<file path="config.mk">
export PLATFORM = sky130hd
export DESIGN_NAME = drt_top
export DESIGN_NICKNAME = d
export VERILOG_FILES = /design/src/drt_pkg.sv /design/src/drt_top.sv
export VERILOG_INCLUDE_DIRS = /design/src /design/src/src
export SDC_FILE = /design/constraint.sdc
export NUM_CORES = 1
export LEC_CHECK = 0
export BUFFER_PORTS_ARGS = -buffer_cell sky130_fd_sc_hd__buf_2
export CORE_MARGIN = 5
export CORE_UTILIZATION = 59
export DETAILED_ROUTE_END_ITERATION = 10
export PLACE_DENSITY = 0.86
export SLEW_MARGIN = 40
export SYNTH_ARGS = -nofsm -noshare
export SYNTH_HDL_FRONTEND = slang
export SYNTH_SLANG_ARGS = --single-unit
</file>
<file path="constraint.sdc">
create_clock -name clock_i -period 6.7 [get_ports clock_i]
set_input_delay 1.005 -clock clock_i [delete_from_list [all_inputs] [get_ports clock_i]]
set_output_delay 1.005 -clock clock_i [all_outputs]
set_load 0.1 [all_outputs]
</file>
<file path="src/drt_params.svh">
// Constants for the dual reload down timer: register map, fields, timing.
// Assumes a 10 MHz system clock and an AHB-Lite word-wide register bus.
//
// Functional notes
// - Two independent channels, each an 8-bit presettable down counter.
// - Writing one to a preset bit loads the counter from its reload value.
// - Run bit one counts, zero stops; count value held and resumed.
// - One readback read returns both count halves together; nothing is latched.
// - On underflow a channel reloads and keeps counting down.
// - Underflow drives interrupt flag, clock-out toggle and serial clock.
// - Channel 0 mode select zero (reset) counts its prescaler output.
// - Channel 1 counts only prescaled clock; no event mode.
// - Channel 0 mode select one counts edges of the event pin.
// - In event mode channel 0 ignores ratio and source clock select.
// - Edge polarity zero counts falling edges, one counts rising edges.
// - Noise reject accepts a pin change at second 2048 Hz strobe fall.
// - Source select zero picks low-speed, one high-speed oscillator.
// - Ratio codes 00,01,10,11 divide source by 1,4,32,256.
// - Prescaler runs and produces count clocks only while run bit is one.
// - Underflow sets the flag regardless of mask; mask gates request.
// - Clock-out toggles on each underflow of channel picked by select.
// - Output enable one drives clock-out on pin; zero holds pin high.
// - Enable gating is asynchronous; a half-cycle glitch may appear.
// - Serial clock is channel 1 underflows halved, whenever it runs.
`ifndef DRT_PARAMS_SVH
`define DRT_PARAMS_SVH

`define DRT_AW          4
`define DRT_OFF_CTRL    4'h0
`define DRT_OFF_CFG     4'h4
`define DRT_OFF_CNT0    4'h8
`define DRT_OFF_CNT1    4'hc
// Control register
`define DRT_B_RUN0      0
`define DRT_B_RUN1      1
`define DRT_B_PRE0      2
`define DRT_B_PRE1      3
`define DRT_B_MODE0     4
`define DRT_B_POL       5
`define DRT_B_NREJ      6
`define DRT_B_OUTSEL    7
`define DRT_B_OUTEN     8
`define DRT_B_MSK0      9
`define DRT_B_MSK1      10
`define DRT_B_FLG0      11
`define DRT_B_FLG1      12
`define DRT_B_CKS0      13
`define DRT_B_CKS1      14
`define DRT_B_PS0       15
`define DRT_B_PS1       17
// Config register: reload values
`define DRT_B_RLD0      0
`define DRT_B_RLD1      8
// Readback register: low count half at bit 0, live high count half at bit 8
`define DRT_B_RB_HI     8
// Prescaler taps
`define DRT_PS_W        8
`define DRT_TAP4        1
`define DRT_TAP32       4
`define DRT_TAP256      7
// Noise rejector strobe
`define DRT_CLK_HZ      10000000
`define DRT_STB_HZ      4096
`define DRT_STB_CYC     (`DRT_CLK_HZ / `DRT_STB_HZ)
`define DRT_STB_W       12
// Strobe falls counted before the one that accepts a change
`define DRT_NREJ_LAST   2'h1
`define DRT_CMD_W       19
`endif

</file>
<file path="src/drt_pkg.sv">
// Types for the dual reload down timer.
// Assumes drt_params.svh is on the include path.
package drt_pkg;
   typedef struct packed {
      logic [1:0] ratio;
      logic       src_sel;
      logic       run;
   } drt_chcfg_t;

   typedef struct packed {
      logic       irq;
      logic       pin_level;
      logic       clock_out_signal;
      logic       serial_clock;
   } drt_out_t;
endpackage

</file>
<file path="src/drt_top.sv">
// Dual 8-bit reload down timer with AHB-Lite register slave.
// Assumes oscillator inputs are clock-enable style levels synchronous to
// clock_i, and a single-slave AHB-Lite bus with word transfers.
//
// The AHB-Lite slave port and the placing of the registers are this design's own decisions.
`timescale 1ns/1ps
`include "drt_params.svh"

module drt_top
#(
   parameter int CNT_W = 8
)
(
   // Clock and reset
   input  wire logic           clock_i,
   input  wire logic           nrst_i,
   // AHB-Lite slave
   input  wire logic           hsel_i,
   input  wire logic [31:0]    haddr_i,
   input  wire logic [1:0]     htrans_i,
   input  wire logic           hwrite_i,
   input  wire logic [2:0]     hsize_i,
   input  wire logic [31:0]    hwdata_i,
   input  wire logic           hready_i,
   output logic      [31:0]    hrdata_o,
   output logic                hreadyout_o,
   output logic                hresp_o,
   // Oscillator sources
   input  wire logic           low_speed_oscillator_i,
   input  wire logic           high_speed_oscillator_i,
   // Event pin
   input  wire logic           event_input_pin_i,
   // Outputs
   output drt_pkg::drt_out_t   out_o
);
   import drt_pkg::*;

   ////////////////////////////////////////////////////////////////////////
   // Bus slave
   logic                  wr_pend_q;
   logic [`DRT_AW-1:0]    addr_q;
   logic                  ctrl_wr;
   logic                  cfg_wr;
   logic                  acc;

   assign acc = hsel_i && hready_i && htrans_i[1];
   assign hreadyout_o = 1'b1;
   assign hresp_o = 1'b0;

   always_ff @(posedge clock_i)
   begin
      if (!nrst_i)
      begin
         wr_pend_q <= 1'b0;
         addr_q    <= '0;
      end
      else
      begin
         wr_pend_q <= acc && hwrite_i;
         if (acc)
            addr_q <= haddr_i[`DRT_AW-1:0];
      end
   end

   assign ctrl_wr = wr_pend_q && (addr_q == `DRT_OFF_CTRL);
   assign cfg_wr  = wr_pend_q && (addr_q == `DRT_OFF_CFG);

   ////////////////////////////////////////////////////////////////////////
   // Control and configuration registers
   logic [CNT_W-1:0] rld_q [2];
   drt_chcfg_t       chcfg_q [2];
   logic             mode0_q;
   logic             pol_q;
   logic             nrej_q;
   logic             osel_q;
   logic             outen_q;
   logic [1:0]       msk_q;
   logic [1:0]       flg_q;
   logic [1:0]       preset;
   logic [1:0]       unf;

   always_ff @(posedge clock_i)
   begin
      if (!nrst_i)
      begin
         mode0_q <= 1'b0;
         pol_q   <= 1'b0;
         nrej_q  <= 1'b0;
         osel_q  <= 1'b0;
         outen_q <= 1'b0;
         msk_q   <= 2'h0;
      end
      else if (ctrl_wr)
      begin
         mode0_q <= hwdata_i[`DRT_B_MODE0];
         pol_q   <= hwdata_i[`DRT_B_POL];
         nrej_q  <= hwdata_i[`DRT_B_NREJ];
         osel_q  <= hwdata_i[`DRT_B_OUTSEL];
         outen_q <= hwdata_i[`DRT_B_OUTEN];
         msk_q   <= {hwdata_i[`DRT_B_MSK1], hwdata_i[`DRT_B_MSK0]};
      end
   end

   always_ff @(posedge clock_i)
   begin
      if (!nrst_i)
      begin
         chcfg_q[0] <= '0;
         chcfg_q[1] <= '0;
      end
      else if (ctrl_wr)
      begin
         chcfg_q[0] <= '{ratio:   hwdata_i[`DRT_B_PS0+:2],
                         src_sel: hwdata_i[`DRT_B_CKS0],
                         run:     hwdata_i[`DRT_B_RUN0]};
         chcfg_q[1] <= '{ratio:   hwdata_i[`DRT_B_PS1+:2],
                         src_sel: hwdata_i[`DRT_B_CKS1],
                         run:     hwdata_i[`DRT_B_RUN1]};
      end
   end

   always_ff @(posedge clock_i)
   begin
      if (!nrst_i)
      begin
         rld_q[0] <= '0;
         rld_q[1] <= '0;
      end
      else if (cfg_wr)
      begin
         rld_q[0] <= hwdata_i[`DRT_B_RLD0+:CNT_W];
         rld_q[1] <= hwdata_i[`DRT_B_RLD1+:CNT_W];
      end
   end

   assign preset[0] = ctrl_wr && hwdata_i[`DRT_B_PRE0];
   assign preset[1] = ctrl_wr && hwdata_i[`DRT_B_PRE1];

   // Flags: set by underflow wins over write-one clear
   always_ff @(posedge clock_i)
   begin
      if (!nrst_i)
         flg_q <= 2'h0;
      else
      begin
         for (int i = 0; i < 2; i++)
         begin
            if (unf[i])
               flg_q[i] <= 1'b1;
            else if (ctrl_wr && hwdata_i[`DRT_B_FLG0 + i])
               flg_q[i] <= 1'b0;
         end
      end
   end

   ////////////////////////////////////////////////////////////////////////
   // Event pin: synchroniser, noise rejector, edge detect
   logic        ev_s1_q;
   logic        ev_s2_q;
   logic        ev_flt_q;
   logic        ev_prev_q;
   logic [1:0]  stb_cnt_q;
   logic [`DRT_STB_W-1:0] stb_div_q;
   logic        stb_q;
   logic        stb_fall;
   logic        ev_lvl;
   logic        ev_edge;

   always_ff @(posedge clock_i)
   begin
      if (!nrst_i)
      begin
         ev_s1_q <= 1'b0;
         ev_s2_q <= 1'b0;
      end
      else
      begin
         ev_s1_q <= event_input_pin_i;
         ev_s2_q <= ev_s1_q;
      end
   end

   // 2048 Hz strobe: toggles at twice that rate
   always_ff @(posedge clock_i)
   begin
      if (!nrst_i)
      begin
         stb_div_q <= '0;
         stb_q     <= 1'b0;
      end
      else if (stb_div_q == `DRT_STB_W'(`DRT_STB_CYC - 1))
      begin
         stb_div_q <= '0;
         stb_q     <= ~stb_q;
      end
      else
         stb_div_q <= stb_div_q + 1'b1;
   end

   assign stb_fall = stb_q &&
                     (stb_div_q == `DRT_STB_W'(`DRT_STB_CYC - 1));

   // Change must persist through two strobe falling edges
   always_ff @(posedge clock_i)
   begin
      if (!nrst_i)
      begin
         ev_flt_q  <= 1'b0;
         stb_cnt_q <= 2'h0;
      end
      else if (ev_s2_q == ev_flt_q)
         stb_cnt_q <= 2'h0;
      else if (stb_fall)
      begin
         if (stb_cnt_q == `DRT_NREJ_LAST)
         begin
            ev_flt_q  <= ev_s2_q;
            stb_cnt_q <= 2'h0;
         end
         else
            stb_cnt_q <= stb_cnt_q + 1'b1;
      end
   end

   assign ev_lvl = nrej_q ? ev_flt_q : ev_s2_q;

   always_ff @(posedge clock_i)
   begin
      if (!nrst_i)
         ev_prev_q <= 1'b0;
      else
         ev_prev_q <= ev_lvl;
   end

   assign ev_edge = pol_q ? (ev_lvl && !ev_prev_q)
                          : (!ev_lvl && ev_prev_q);

   ////////////////////////////////////////////////////////////////////////
   // Channels: prescaler and down counter
   logic [CNT_W-1:0] cnt_q [2];
   logic [1:0]       tick;

   for (genvar c = 0; c < 2; c++)
   begin : g_ch
      logic [`DRT_PS_W-1:0] ps_q;
      logic                 src_tick;
      logic                 ps_tick;
      logic                 tap;

      assign src_tick = chcfg_q[c].src_sel ? high_speed_oscillator_i
                                           : low_speed_oscillator_i;

      always_ff @(posedge clock_i)
      begin
         if (!nrst_i)
            ps_q <= '0;
         else if (chcfg_q[c].run && src_tick)
            ps_q <= ps_q + 1'b1;
      end

      always_comb
      begin
         unique case (chcfg_q[c].ratio)
            2'h0: tap = 1'b1;
            2'h1: tap = &ps_q[`DRT_TAP4:0];
            2'h2: tap = &ps_q[`DRT_TAP32:0];
            2'h3: tap = &ps_q[`DRT_TAP256:0];
         endcase
      end

      assign ps_tick = chcfg_q[c].run && src_tick && tap;

      if (c == 0)
      begin : g_ev
         assign tick[c] = mode0_q ? (chcfg_q[c].run && ev_edge) : ps_tick;
      end
      else
      begin : g_tm
         assign tick[c] = ps_tick;
      end

      assign unf[c] = tick[c] && (cnt_q[c] == '0) && !preset[c];

      always_ff @(posedge clock_i)
      begin
         if (!nrst_i)
            cnt_q[c] <= '0;
         else if (preset[c])
            cnt_q[c] <= rld_q[c];
         else if (unf[c])
            cnt_q[c] <= rld_q[c];
         else if (tick[c])
            cnt_q[c] <= cnt_q[c] - 1'b1;
      end
   end

   ////////////////////////////////////////////////////////////////////////
   // Readback: decoded in the address phase, captured at its edge.
   // One edge takes both count halves, so no borrow can split them.
   // A read right behind a write to the same register sees old data.
   logic [31:0]      rdata;
   localparam int HALF = CNT_W / 2;

   always_comb
   begin
      rdata = '0;
      unique case (haddr_i[`DRT_AW-1:0])
         `DRT_OFF_CTRL:
         begin
            rdata[`DRT_B_RUN0]  = chcfg_q[0].run;
            rdata[`DRT_B_RUN1]  = chcfg_q[1].run;
            rdata[`DRT_B_MODE0] = mode0_q;
            rdata[`DRT_B_POL]   = pol_q;
            rdata[`DRT_B_NREJ]  = nrej_q;
            rdata[`DRT_B_OUTSEL] = osel_q;
            rdata[`DRT_B_OUTEN] = outen_q;
            rdata[`DRT_B_MSK0]  = msk_q[0];
            rdata[`DRT_B_MSK1]  = msk_q[1];
            rdata[`DRT_B_FLG0]  = flg_q[0];
            rdata[`DRT_B_FLG1]  = flg_q[1];
            rdata[`DRT_B_CKS0]  = chcfg_q[0].src_sel;
            rdata[`DRT_B_CKS1]  = chcfg_q[1].src_sel;
            rdata[`DRT_B_PS0+:2] = chcfg_q[0].ratio;
            rdata[`DRT_B_PS1+:2] = chcfg_q[1].ratio;
         end
         `DRT_OFF_CFG:
         begin
            rdata[`DRT_B_RLD0+:CNT_W] = rld_q[0];
            rdata[`DRT_B_RLD1+:CNT_W] = rld_q[1];
         end
         `DRT_OFF_CNT0:
         begin
            rdata[HALF-1:0] = cnt_q[0][HALF-1:0];
            rdata[`DRT_B_RB_HI+:HALF] = cnt_q[0][CNT_W-1:HALF];
         end
         `DRT_OFF_CNT1:
         begin
            rdata[HALF-1:0] = cnt_q[1][HALF-1:0];
            rdata[`DRT_B_RB_HI+:HALF] = cnt_q[1][CNT_W-1:HALF];
         end
         default: rdata = '0;
      endcase
   end

   always_ff @(posedge clock_i)
   begin
      if (!nrst_i)
         hrdata_o <= '0;
      else if (acc && !hwrite_i)
         hrdata_o <= rdata;
   end

   ////////////////////////////////////////////////////////////////////////
   // Clock-out, serial clock and interrupt
   logic cko_q;
   logic sclk_q;

   always_ff @(posedge clock_i)
   begin
      if (!nrst_i)
         cko_q <= 1'b0;
      else if (unf[osel_q])
         cko_q <= ~cko_q;
   end

   always_ff @(posedge clock_i)
   begin
      if (!nrst_i)
         sclk_q <= 1'b0;
      else if (unf[1])
         sclk_q <= ~sclk_q;
   end

   assign out_o.clock_out_signal = cko_q;
   assign out_o.serial_clock     = sclk_q;
   // Enable gates the toggle directly, so switching may clip a half cycle
   assign out_o.pin_level = outen_q ? cko_q : 1'b1;
   assign out_o.irq = |(flg_q & msk_q);

endmodule // drt_top

</file>
==> flow_summary.json, run 1 <==
{
  "power_frac_seq": 0.583,
  "coreArea_mm2": 0.00868,
  "cp.arrival_ns": 2.86,
  "die_x_um": 104,
  "rsz0062_at_grt": "no",
  "hold_violations": 0,
  "root_buffer": "clkbuf_8",
  "overflow": 0,
  "post-place-ws_ns": 3.36,
  "outcome": "finished clean",
  "powerDensity_mw_per_mm2": 219,
  "final_cell_area_mm2": 0.00567,
  "clkPwrFrac": 0.312,
  "port_buffers": 54,
  "start_util": 0.603,
  "wl_um": 11700,
  "combPwrFrac": 0.105,
  "post-route-period-util": 0.411,
  "dpl_cell_area_mm2": 0.00546,
  "dieArea_mm2": 0.0109,
  "clock_path_buffers": 2,
  "maxSlewHeadroom": 0.467,
  "finalCriticalPeriod_ns": 2.75,
  "drc": 0,
  "synth-seq-area-share": 0.497,
  "htree_levels": 3,
  "max_cap_violations": 0,
  "die_h_um": 104,
  "endpoint_kind": "flip-flop",
  "cp.required_ns": 6.80,
  "post_cts_resized": 0,
  "synth_commonest_cells": "70 x dfxtp_1, 56 x nor2_1, 51 x nand2_1",
  "synth.avg_cell_area_um2": 9.84,
  "cts_inserted_buffers": 9,
  "irDropWorstVdd_uv": 128,
  "first_pass_iters": 6,
  "antenna_found_initial": 0,
  "ys.flop_type": "dfxtp_1",
  "ys_async_sr_fraction": 0,
  "viasPerCell": 5.98,
  "ant_nets": 0,
  "power.internal_mw": 0.905,
  "synth.most_common_cell": "dfxtp_1",
  "clk_latency_ns": 0.37,
  "grt_use_total": 0.213,
  "final_nets": 654,
  "worst_slew_pin_slew_ns": 0.797,
  "synth_area_leaders": "dfxtp_1 27%, edfxtp_1 23%, nor2_1 4.0%",
  "switchingPower_mw": 0.338,
  "path_clk_slew_ns": 0.10,
  "cts_tree": "built",
  "postCtsSetupBuffers": 0,
  "fin_cells": 682,
  "synthDistinctLibCells": 55,
  "vias": 4078,
  "finalSetupTns_ns": 0,
  "crit_type": "flip-flop to flip-flop",
  "grt_max_degree": 58,
  "cts_sinks": 110,
  "synth_top_area_share": 0.268,
  "synthCells": 532,
  "grt_pass1_wl_um": 18700,
  "setup_viol": 0,
  "drt-initial-drc-count": 261,
  "synth-edff-count": 40,
  "place_congestion": 0.932,
  "swShare": 0.272,
  "ys_seq_elements": 110,
  "hold_path_class": "flip-flop to flip-flop",
  "syn_area_mm2": 0.00523,
  "leakage_nw": 2.23,
  "start_kind": "flip-flop",
  "cts.hold.buffers_added": 0,
  "slew_viol_final": 0,
  "post_drt_wl_per_cell_um": 17.2,
  "antenna_cells": 0,
  "area_growth_pct": 8.25,
  "post_route_cells_drive_above_1_share": 0.150,
  "dp_hpwl_um": 8530,
  "netlist.top_cell.by_area": "dfxtp_1",
  "placedCellCount": 666,
  "num_io_pins": 115,
  "crit_fanout": 11,
  "setup_ws_ns": 3.95,
  "fin_skew_ns": 0.0142,
  "ys_warn_count": 0,
  "rows": 34,
  "fmax_ghz": 0.363,
  "grt_pass1_vias": 3776
}
placed cells by master (no fill, tap or decap), drive strengths merged, types with 3 or more instances in the layout:
| master | instances |
|---|---|
| a21oi | 31 |
| a22o | 3 |
| a22oi | 12 |
| a311oi | 7 |
| and2 | 19 |
| and3 | 17 |
| buf | 56 |
| clkbuf | 11 |
| conb | 15 |
| dfxtp | 70 |
| edfxtp | 40 |
| ha | 8 |
| inv | 21 |
| mux2i | 17 |
| mux4 | 6 |
| nand2 | 51 |
| nand2b | 6 |
| nand3 | 13 |
| nand4 | 5 |
| nor2 | 56 |
| nor2b | 7 |
| nor3 | 20 |
| o21ai | 5 |
| o22ai | 4 |
| o32ai | 5 |
| or3 | 5 |
| xnor2 | 24 |
| xor2 | 13 |
final cells by class:
type / count / area (µm²)
Fill cell: 713 / 3010
Inverter: 18 / 67.6
Sequential cell: 110 / 2600
Tap cell: 108 / 135
Timing Repair Buffer: 56 / 285
Clock inverter: 5 / 36.3
Clock buffer: 11 / 153
Multi-Input combinational cell: 374 / 2390
state kept, by name, indices dropped and copies added, names as in the netlist, 2 cells and up:
name,count
addr_q,4
chcfg_q,8
cnt_q,16
flg_q,2
g_ch.ps_q,16
hrdata_o,19
msk_q,2
rld_q,16
stb_cnt_q,2
stb_div_q,12
layer usage:
metal	wire (µm)	global-route usage	part of all wire
met1	4860	0.270	0.42
met2	5580	0.352	0.48
met3	1030	0.0590	0.088
met4	232	0.0694	0.020
met5	0	0	0
worst paths after layout:
kind              startpoint          end  slack (ns)  cells past startpoint
setup / recovery   addr_q[3]  cnt_q[0][0]        3.95                      6
hold / removal       ev_s1_q      ev_s2_q        0.43                      1
setup reg to reg   addr_q[3]  cnt_q[0][0]        3.95                      6
hold reg to reg      ev_s1_q      ev_s2_q        0.43                      1
cells by family after synthesis:
logic type | Yosys count | synth area share
AOI/OAI and AO/OA | 76 | 0.0966
xor gates and xnor gates | 37 | 0.0619
adders and majority gates | 8 | 0.0191
buffers and inverters | 61 | 0.0595
DFF | 110 | 0.497
muxes | 24 | 0.0612
other | 2 | 0.00143
and+or+nand+nor | 214 | 0.203
worst max-delay path: stages (launching register included):
cell and delay [ns]:
dfxtp_1 0.33, nor4b_1 0.63, nor2b_2 0.58, buf_4 0.28, a21oi_1 0.11, a21boi_2 0.38, o22ai_1 0.18
through the flow:
step	total power, mW	hold WS (ns)	utilization
2_1_floorplan	0.844	0.412	-
3_3_place_gp	0.863	0.423	0.629
3_5_place_dp	0.869	0.423	0.629
4_1_cts	1.25	0.436	0.651
5_1_grt	1.29	0.457	0.653
6_report	1.24	0.430	0.653
power groups by stage:
stage	clock network, mW	registers [mW]	logic, mW
2_1_floorplan	0	0.736	0.108
3_3_place_gp	0	0.738	0.125
3_5_place_dp	0	0.739	0.129
4_1_cts	0.394	0.724	0.130
5_1_grt	0.420	0.727	0.140
6_report	0.388	0.725	0.131
(Power assumes the default switching activity.)
==> run 2, diff against run 1 <==
--- a/config.mk
+++ b/config.mk
@@ -8,9 +8,9 @@
 export LEC_CHECK = 0
 export BUFFER_PORTS_ARGS = -buffer_cell sky130_fd_sc_hd__buf_2
 export CORE_MARGIN = 5
-export CORE_UTILIZATION = 59
+export CORE_UTILIZATION = 49
 export DETAILED_ROUTE_END_ITERATION = 10
-export PLACE_DENSITY = 0.86
+export PLACE_DENSITY = 0.76
 export SLEW_MARGIN = 40
 export SYNTH_ARGS = -nofsm -noshare
 export SYNTH_HDL_FRONTEND = slang
==> constraint.sdc (replaced) <==
create_clock -name clock_i -period 2.5 [get_ports clock_i]
set_input_delay 0.375 -clock clock_i [delete_from_list [all_inputs] [get_ports clock_i]]
set_output_delay 0.375 -clock clock_i [all_outputs]
set_load 0.1 [all_outputs]
==> run 2 against run 1 <==
  * Die area up 18%
  * Largest cell class unchanged
  * Highest routed layer unchanged
  * Sequential share of layout area down 0.94 points
  * Clock power grew 150%
==> flow_summary.json, run 2 (synthesized netlist as in run 1, its figures left out) <==
{
  "finalCriticalPeriod_ns": 2.38,
  "power_frac_seq": 0.592,
  "area_growth_pct": 10.5,
  "maxSlewHeadroom": 0.570,
  "r2r-end": "cnt_q[0][5]",
  "reg2reg_from": "cnt_q[0][1]",
  "fin_skew_ns": 0.00849,
  "finalSetupTns_ns": 0,
  "endpoint_kind": "flip-flop",
  "num_io_pins": 115,
  "largest_register_ffs": 19,
  "hold_violations": 0,
  "overflow": 0,
  "antenna_found_initial": 0,
  "power.internal_mw": 2.37,
  "rsz0062_at_grt": "yes",
  "port_buffers": 54,
  "powerDensity_mw_per_mm2": 565,
  "grt_use_total": 0.186,
  "critical_path_depth": 7,
  "hold_path_depth": 2,
  "hold_path_class": "primary input to flip-flop",
  "slew_viol_final": 0,
  "fin_cells": 727,
  "clock_path_buffers": 2,
  "leakage_nw": 2.30,
  "ff2ff_path_depth": 7,
  "min_from": "event_input_pin_i",
  "grt_pass1_vias": 3837,
  "path_cells": "inv_1, ha_1, or4b_1, or4_4, a21oi_2, a21boi_2, o32ai_1",
  "mostFrequentLayoutCells": "70 x dfxtp_1, 56 x nor2_1, 54 x buf_2, 51 x nand2_1, 40 x edfxtp_1",
  "drt-initial-drc-count": 335,
  "drc": 0,
  "rows": 37,
  "viasPerCell": 5.51,
  "switchingPower_mw": 0.899,
  "dp_hpwl_um": 8670,
  "grt_pass1_wl_um": 18900,
  "num-fill-cells": 887,
  "clk_latency_ns": 0.38,
  "cts_tree": "built",
  "dieArea_mm2": 0.0128,
  "cp.arrival_ns": 2.57,
  "rrSetupSlack_ns": 0.12,
  "placedCellCount": 709,
  "irDropWorstVdd_uv": 249,
  "die_h_um": 113,
  "root_buffer": "clkbuf_8",
  "post_drt_wl_per_cell_um": 15.8,
  "place_congestion": 0.890,
  "die_x_um": 113,
  "cp_num_buf_inv": 1,
  "crit_type": "flip-flop to flip-flop",
  "outcome": "finished clean",
  "cts.hold.buffers_added": 0,
  "worst_slew_pin_slew_ns": 0.645,
  "swShare": 0.275,
  "regMostFlops": "hrdata_o",
  "grt_max_degree": 41,
  "wl_um": 11500,
  "cts_sinks": 110,
  "max_cap_violations": 0,
  "final_nets": 669,
  "utilization": 0.558,
  "dpl_cell_area_mm2": 0.00561,
  "power_mw": 3.27,
  "setup_viol": 0,
  "ant_nets": 0,
  "mostFrequentLayoutCell": "dfxtp_1",
  "start_util": 0.505,
  "combPwrFrac": 0.111,
  "postCtsSetupBuffers": 0,
  "cp.required_ns": 2.69,
  "post-route-period-util": 0.952,
  "cts_inserted_buffers": 9,
  "vias": 4006,
  "htree_levels": 3,
  "final_cell_area_mm2": 0.00578,
  "fmax_ghz": 0.420,
  "crit_fanout": 8,
  "first_pass_iters": 5,
  "coreArea_mm2": 0.0104,
  "post_route_cells_drive_above_1_share": 0.165,
  "path_clk_slew_ns": 0.10,
  "critPathMaxStageDelay_ns": 0.50,
  "start_kind": "flip-flop",
  "min_to": "ev_s1_q",
  "clkPwrFrac": 0.296,
  "cp_top_family": "simple AND/OR/NAND/NOR gates",
  "crit_slowest_cell": "or4b_1"
}
[run 2: power by group through the flow]
stage,logic (mW),registers [mW],clock network (mW)
after global routing,0.392,1.94,1.07
after CTS,0.362,1.94,0.988
after detailed placement,0.361,1.98,0
final,0.364,1.94,0.969
after global placement,0.354,1.98,0
after floorplan,0.289,1.97,0
[run 2: worst register-to-register path, stage by stage, from the launching register on]
cell      delay (ns)
edfxtp_1        0.42
inv_1           0.08
ha_1            0.19
or4b_1          0.50
or4_4           0.47
a21oi_2         0.17
a21boi_2        0.14
o32ai_1         0.25
[run 2: worst max path at each step]
stage                           start          end  slack [ns]
after floorplan           cnt_q[0][0]  cnt_q[0][2]        0.25
final                     cnt_q[0][1]  cnt_q[0][5]        0.12
after global placement    cnt_q[0][1]  cnt_q[0][5]        0.14
after global routing      cnt_q[0][1]  cnt_q[0][5]       -0.02
after detailed placement  cnt_q[0][1]  cnt_q[0][5]        0.06
after CTS                 cnt_q[0][1]  cnt_q[0][5]        0.03
[run 2: stage by stage]
| stage | hold slack [ns] | worst slack (ns) |
|---|---|---|
| after floorplan | 0.412 | 0.251 |
| after global placement | 0.423 | 0.140 |
| after detailed placement | 0.422 | 0.0558 |
| after CTS | 0.191 | 0.0324 |
| after global routing | 0.185 | -0.0205 |
| final | 0.202 | 0.121 |
[run 2: what timing repair did]
item / CTS / global route
hold endpoints to repair: 0 / 0
endpoints found under the setup margin: 0 / 7
gates resized for setup: 0 / 3
[run 2: per-layer routing]
layer / share of wire / track usage
met4: 0.016 / 0.0593
met2: 0.45 / 0.283
met3: 0.096 / 0.0620
met1: 0.44 / 0.252
met5: 0 / 0
[run 2: final cells by class]
type,count,area (µm²),share of cell area
Antenna cell,2,5.00,0.000865
Clock buffer,11,131,0.0227
Clock inverter,5,32.5,0.00562
Inverter,18,67.6,0.0117
Multi-Input combinational cell,374,2380,0.411
Sequential cell,110,2600,0.450
Tap cell,136,170,0.0294
Timing Repair Buffer,71,398,0.0688
==> run 3, diff against run 2 <==
--- a/config.mk
+++ b/config.mk
@@ -10,7 +10,9 @@
 export CORE_MARGIN = 5
 export CORE_UTILIZATION = 49
 export DETAILED_ROUTE_END_ITERATION = 10
+export GPL_TIMING_DRIVEN = 0
 export PLACE_DENSITY = 0.76
+export SKIP_LAST_GASP = 1
 export SLEW_MARGIN = 40
 export SYNTH_ARGS = -nofsm -noshare
 export SYNTH_HDL_FRONTEND = slang
==> run 3 against run 2 <==
  * Power grew 7.2%
  * Utilization grew 2.2 points
  * Setup slack lost 0.089 ns
  * Critical path depth unchanged
  * Die area stayed put
  * Highest routed layer unchanged
  * Wire length up 8.9%
  * Global-route usage grew 0.66 points
  * Clock power rose by 21%
  * Sequential power about the same
  * Worst hold slack lost 0.00060 ns
  * Cell count is 3.4% higher
  * Flip-flop and latch count unchanged
==> flow_summary.json, run 3 (synthesized netlist as in run 1, its figures left out) <==
{
  "num_io_pins": 115,
  "regMostFlops": "hrdata_o",
  "die_h_um": 113,
  "mostFrequentLayoutCell": "dfxtp_1",
  "cts_inserted_buffers": 9,
  "path_cells": "inv_1, ha_1, or4b_1, or4_4, a21oi_2, a21boi_2, o32ai_2",
  "num-fill-cells": 902,
  "path_clk_slew_ns": 0.11,
  "die_x_um": 113,
  "post_drt_wl_per_cell_um": 16.7,
  "antenna_cells": 0,
  "drc": 0,
  "area_growth_pct": 14.8,
  "ff2ff_path_depth": 7,
  "fin_cells": 752,
  "powerDensity_mw_per_mm2": 584,
  "cts.hold.buffers_added": 0,
  "overflow": 0,
  "critical_path_depth": 7,
  "rrSetupSlack_ns": 0.03,
  "slew_viol_final": 0,
  "grt_pass1_wl_um": 19600,
  "utilization": 0.580,
  "dieArea_mm2": 0.0128,
  "cp_num_buf_inv": 1,
  "placedCellCount": 734,
  "wl_um": 12500,
  "post_route_cells_drive_above_1_share": 0.177,
  "first_pass_iters": 5,
  "cp.required_ns": 2.69,
  "rows": 37,
  "leakage_nw": 2.39,
  "final_cell_area_mm2": 0.00601,
  "worst_slew_pin_slew_ns": 0.781,
  "dp_hpwl_um": 9360,
  "root_buffer": "clkbuf_8",
  "start_util": 0.505,
  "start_kind": "flip-flop",
  "place_congestion": 0.904,
  "post-route-period-util": 0.987,
  "irDropWorstVdd_uv": 401,
  "dpl_cell_area_mm2": 0.00572,
  "outcome": "finished clean",
  "drt-initial-drc-count": 414,
  "fin_skew_ns": 0.0174,
  "cp.arrival_ns": 2.66,
  "power_mw": 3.51,
  "clock_path_buffers": 2,
  "coreArea_mm2": 0.0104,
  "finalCriticalPeriod_ns": 2.47,
  "crit_slowest_cell": "or4b_1",
  "final_nets": 696,
  "cts_tree": "built",
  "setup_ws_ns": 0.0316,
  "crit_fanout": 8,
  "clk_latency_ns": 0.38,
  "ant_nets": 0,
  "port_buffers": 53,
  "maxSlewHeadroom": 0.478,
  "mostFrequentLayoutCells": "70 x dfxtp_1, 56 x nor2_1, 53 x buf_2, 51 x nand2_1, 40 x edfxtp_1",
  "setup_viol": 0,
  "hold_violations": 0,
  "cts_sinks": 110,
  "endpoint_kind": "flip-flop",
  "viasPerCell": 5.46,
  "critPathMaxStageDelay_ns": 0.48,
  "antenna_found_initial": 0,
  "post-place-ws_ns": -0.0726,
  "max_cap_violations": 0,
  "reg2reg_from": "cnt_q[0][0]",
  "grt_pass1_vias": 3871,
  "vias": 4107,
  "fmax_ghz": 0.405,
  "hold_path_class": "primary input to flip-flop",
  "cp_top_family": "simple AND/OR/NAND/NOR gates",
  "endpoint": "cnt_q[0][3]",
  "htree_levels": 3,
  "grt_max_degree": 20,
  "crit_type": "flip-flop to flip-flop",
  "grt_use_total": 0.193,
  "r2r-end": "cnt_q[0][3]",
  "crit_start": "cnt_q[0][0]",
  "largest_register_ffs": 19
}
-- run 3: cell count changes in the layout (fill, tap and decap cells not counted), sizes merged --
cell,previous run,this run
bufinv,0,1
diode,2,0
clkbuf,11,34
buf,71,74
-- run 3: through the flow --
step	setup TNS [ns]	hold WS, ns
3_3_place_gp	-1.18	0.419
4_1_cts	0	0.199
2_1_floorplan	0	0.412
6_report	0	0.201
3_5_place_dp	-0.496	0.430
5_1_grt	-0.336	0.208
-- run 3: final cells by class --
type | instances | area (µm²) | share of cell area
Clock inverter | 6 | 71.3 | 0.0119
Multi-Input combinational cell | 374 | 2420 | 0.403
Tap cell | 136 | 170 | 0.0283
Inverter | 18 | 67.6 | 0.0112
Clock buffer | 10 | 149 | 0.0248
Buffer | 43 | 245 | 0.0408
Sequential cell | 110 | 2600 | 0.433
Timing Repair Buffer | 55 | 280 | 0.0466
-- run 3: per-layer routing --
| layer | part of all wire | routed length [µm] | GRT usage |
|---|---|---|---|
| met4 | 0.021 | 259 | 0.0601 |
| met3 | 0.085 | 1070 | 0.0449 |
| met1 | 0.45 | 5580 | 0.264 |
| met5 | 0 | 0 | 0 |
| met2 | 0.45 | 5630 | 0.304 |
-- run 3: worst reg2reg max path, cell delays in order, from the launching register on --
cell and delay, ns:
edfxtp_1 0.45, inv_1 0.09, ha_1 0.21, or4b_1 0.49, or4_4 0.46, a21oi_2 0.18
a21boi_2 0.17, o32ai_2 0.25
-- run 3: power breakdown --
group          internal (mW)  switching [mW]  leakage (nW)
sequential              1.90          0.0467         0.979
combinational          0.125           0.270          1.30
clock                  0.538           0.630         0.112
total                   2.56           0.946          2.39
-- run 3: worst min path at each step --
stage,start,endpoint,cells after the start
after floorplan,ev_s1_q,ev_s2_q,1
after global placement,ev_s1_q,ev_s2_q,1
after detailed placement,ev_s1_q,ev_s2_q,1
after CTS,event_input_pin_i,ev_s1_q,2
after global routing,event_input_pin_i,ev_s1_q,2
final,event_input_pin_i,ev_s1_q,2
-- run 3: what timing repair did --
item | CTS | global route
resized for setup | 2 | 9
setup buffers | 0 | 2
pin swaps | 0 | 1
endpoints found under the setup margin | 8 | 30
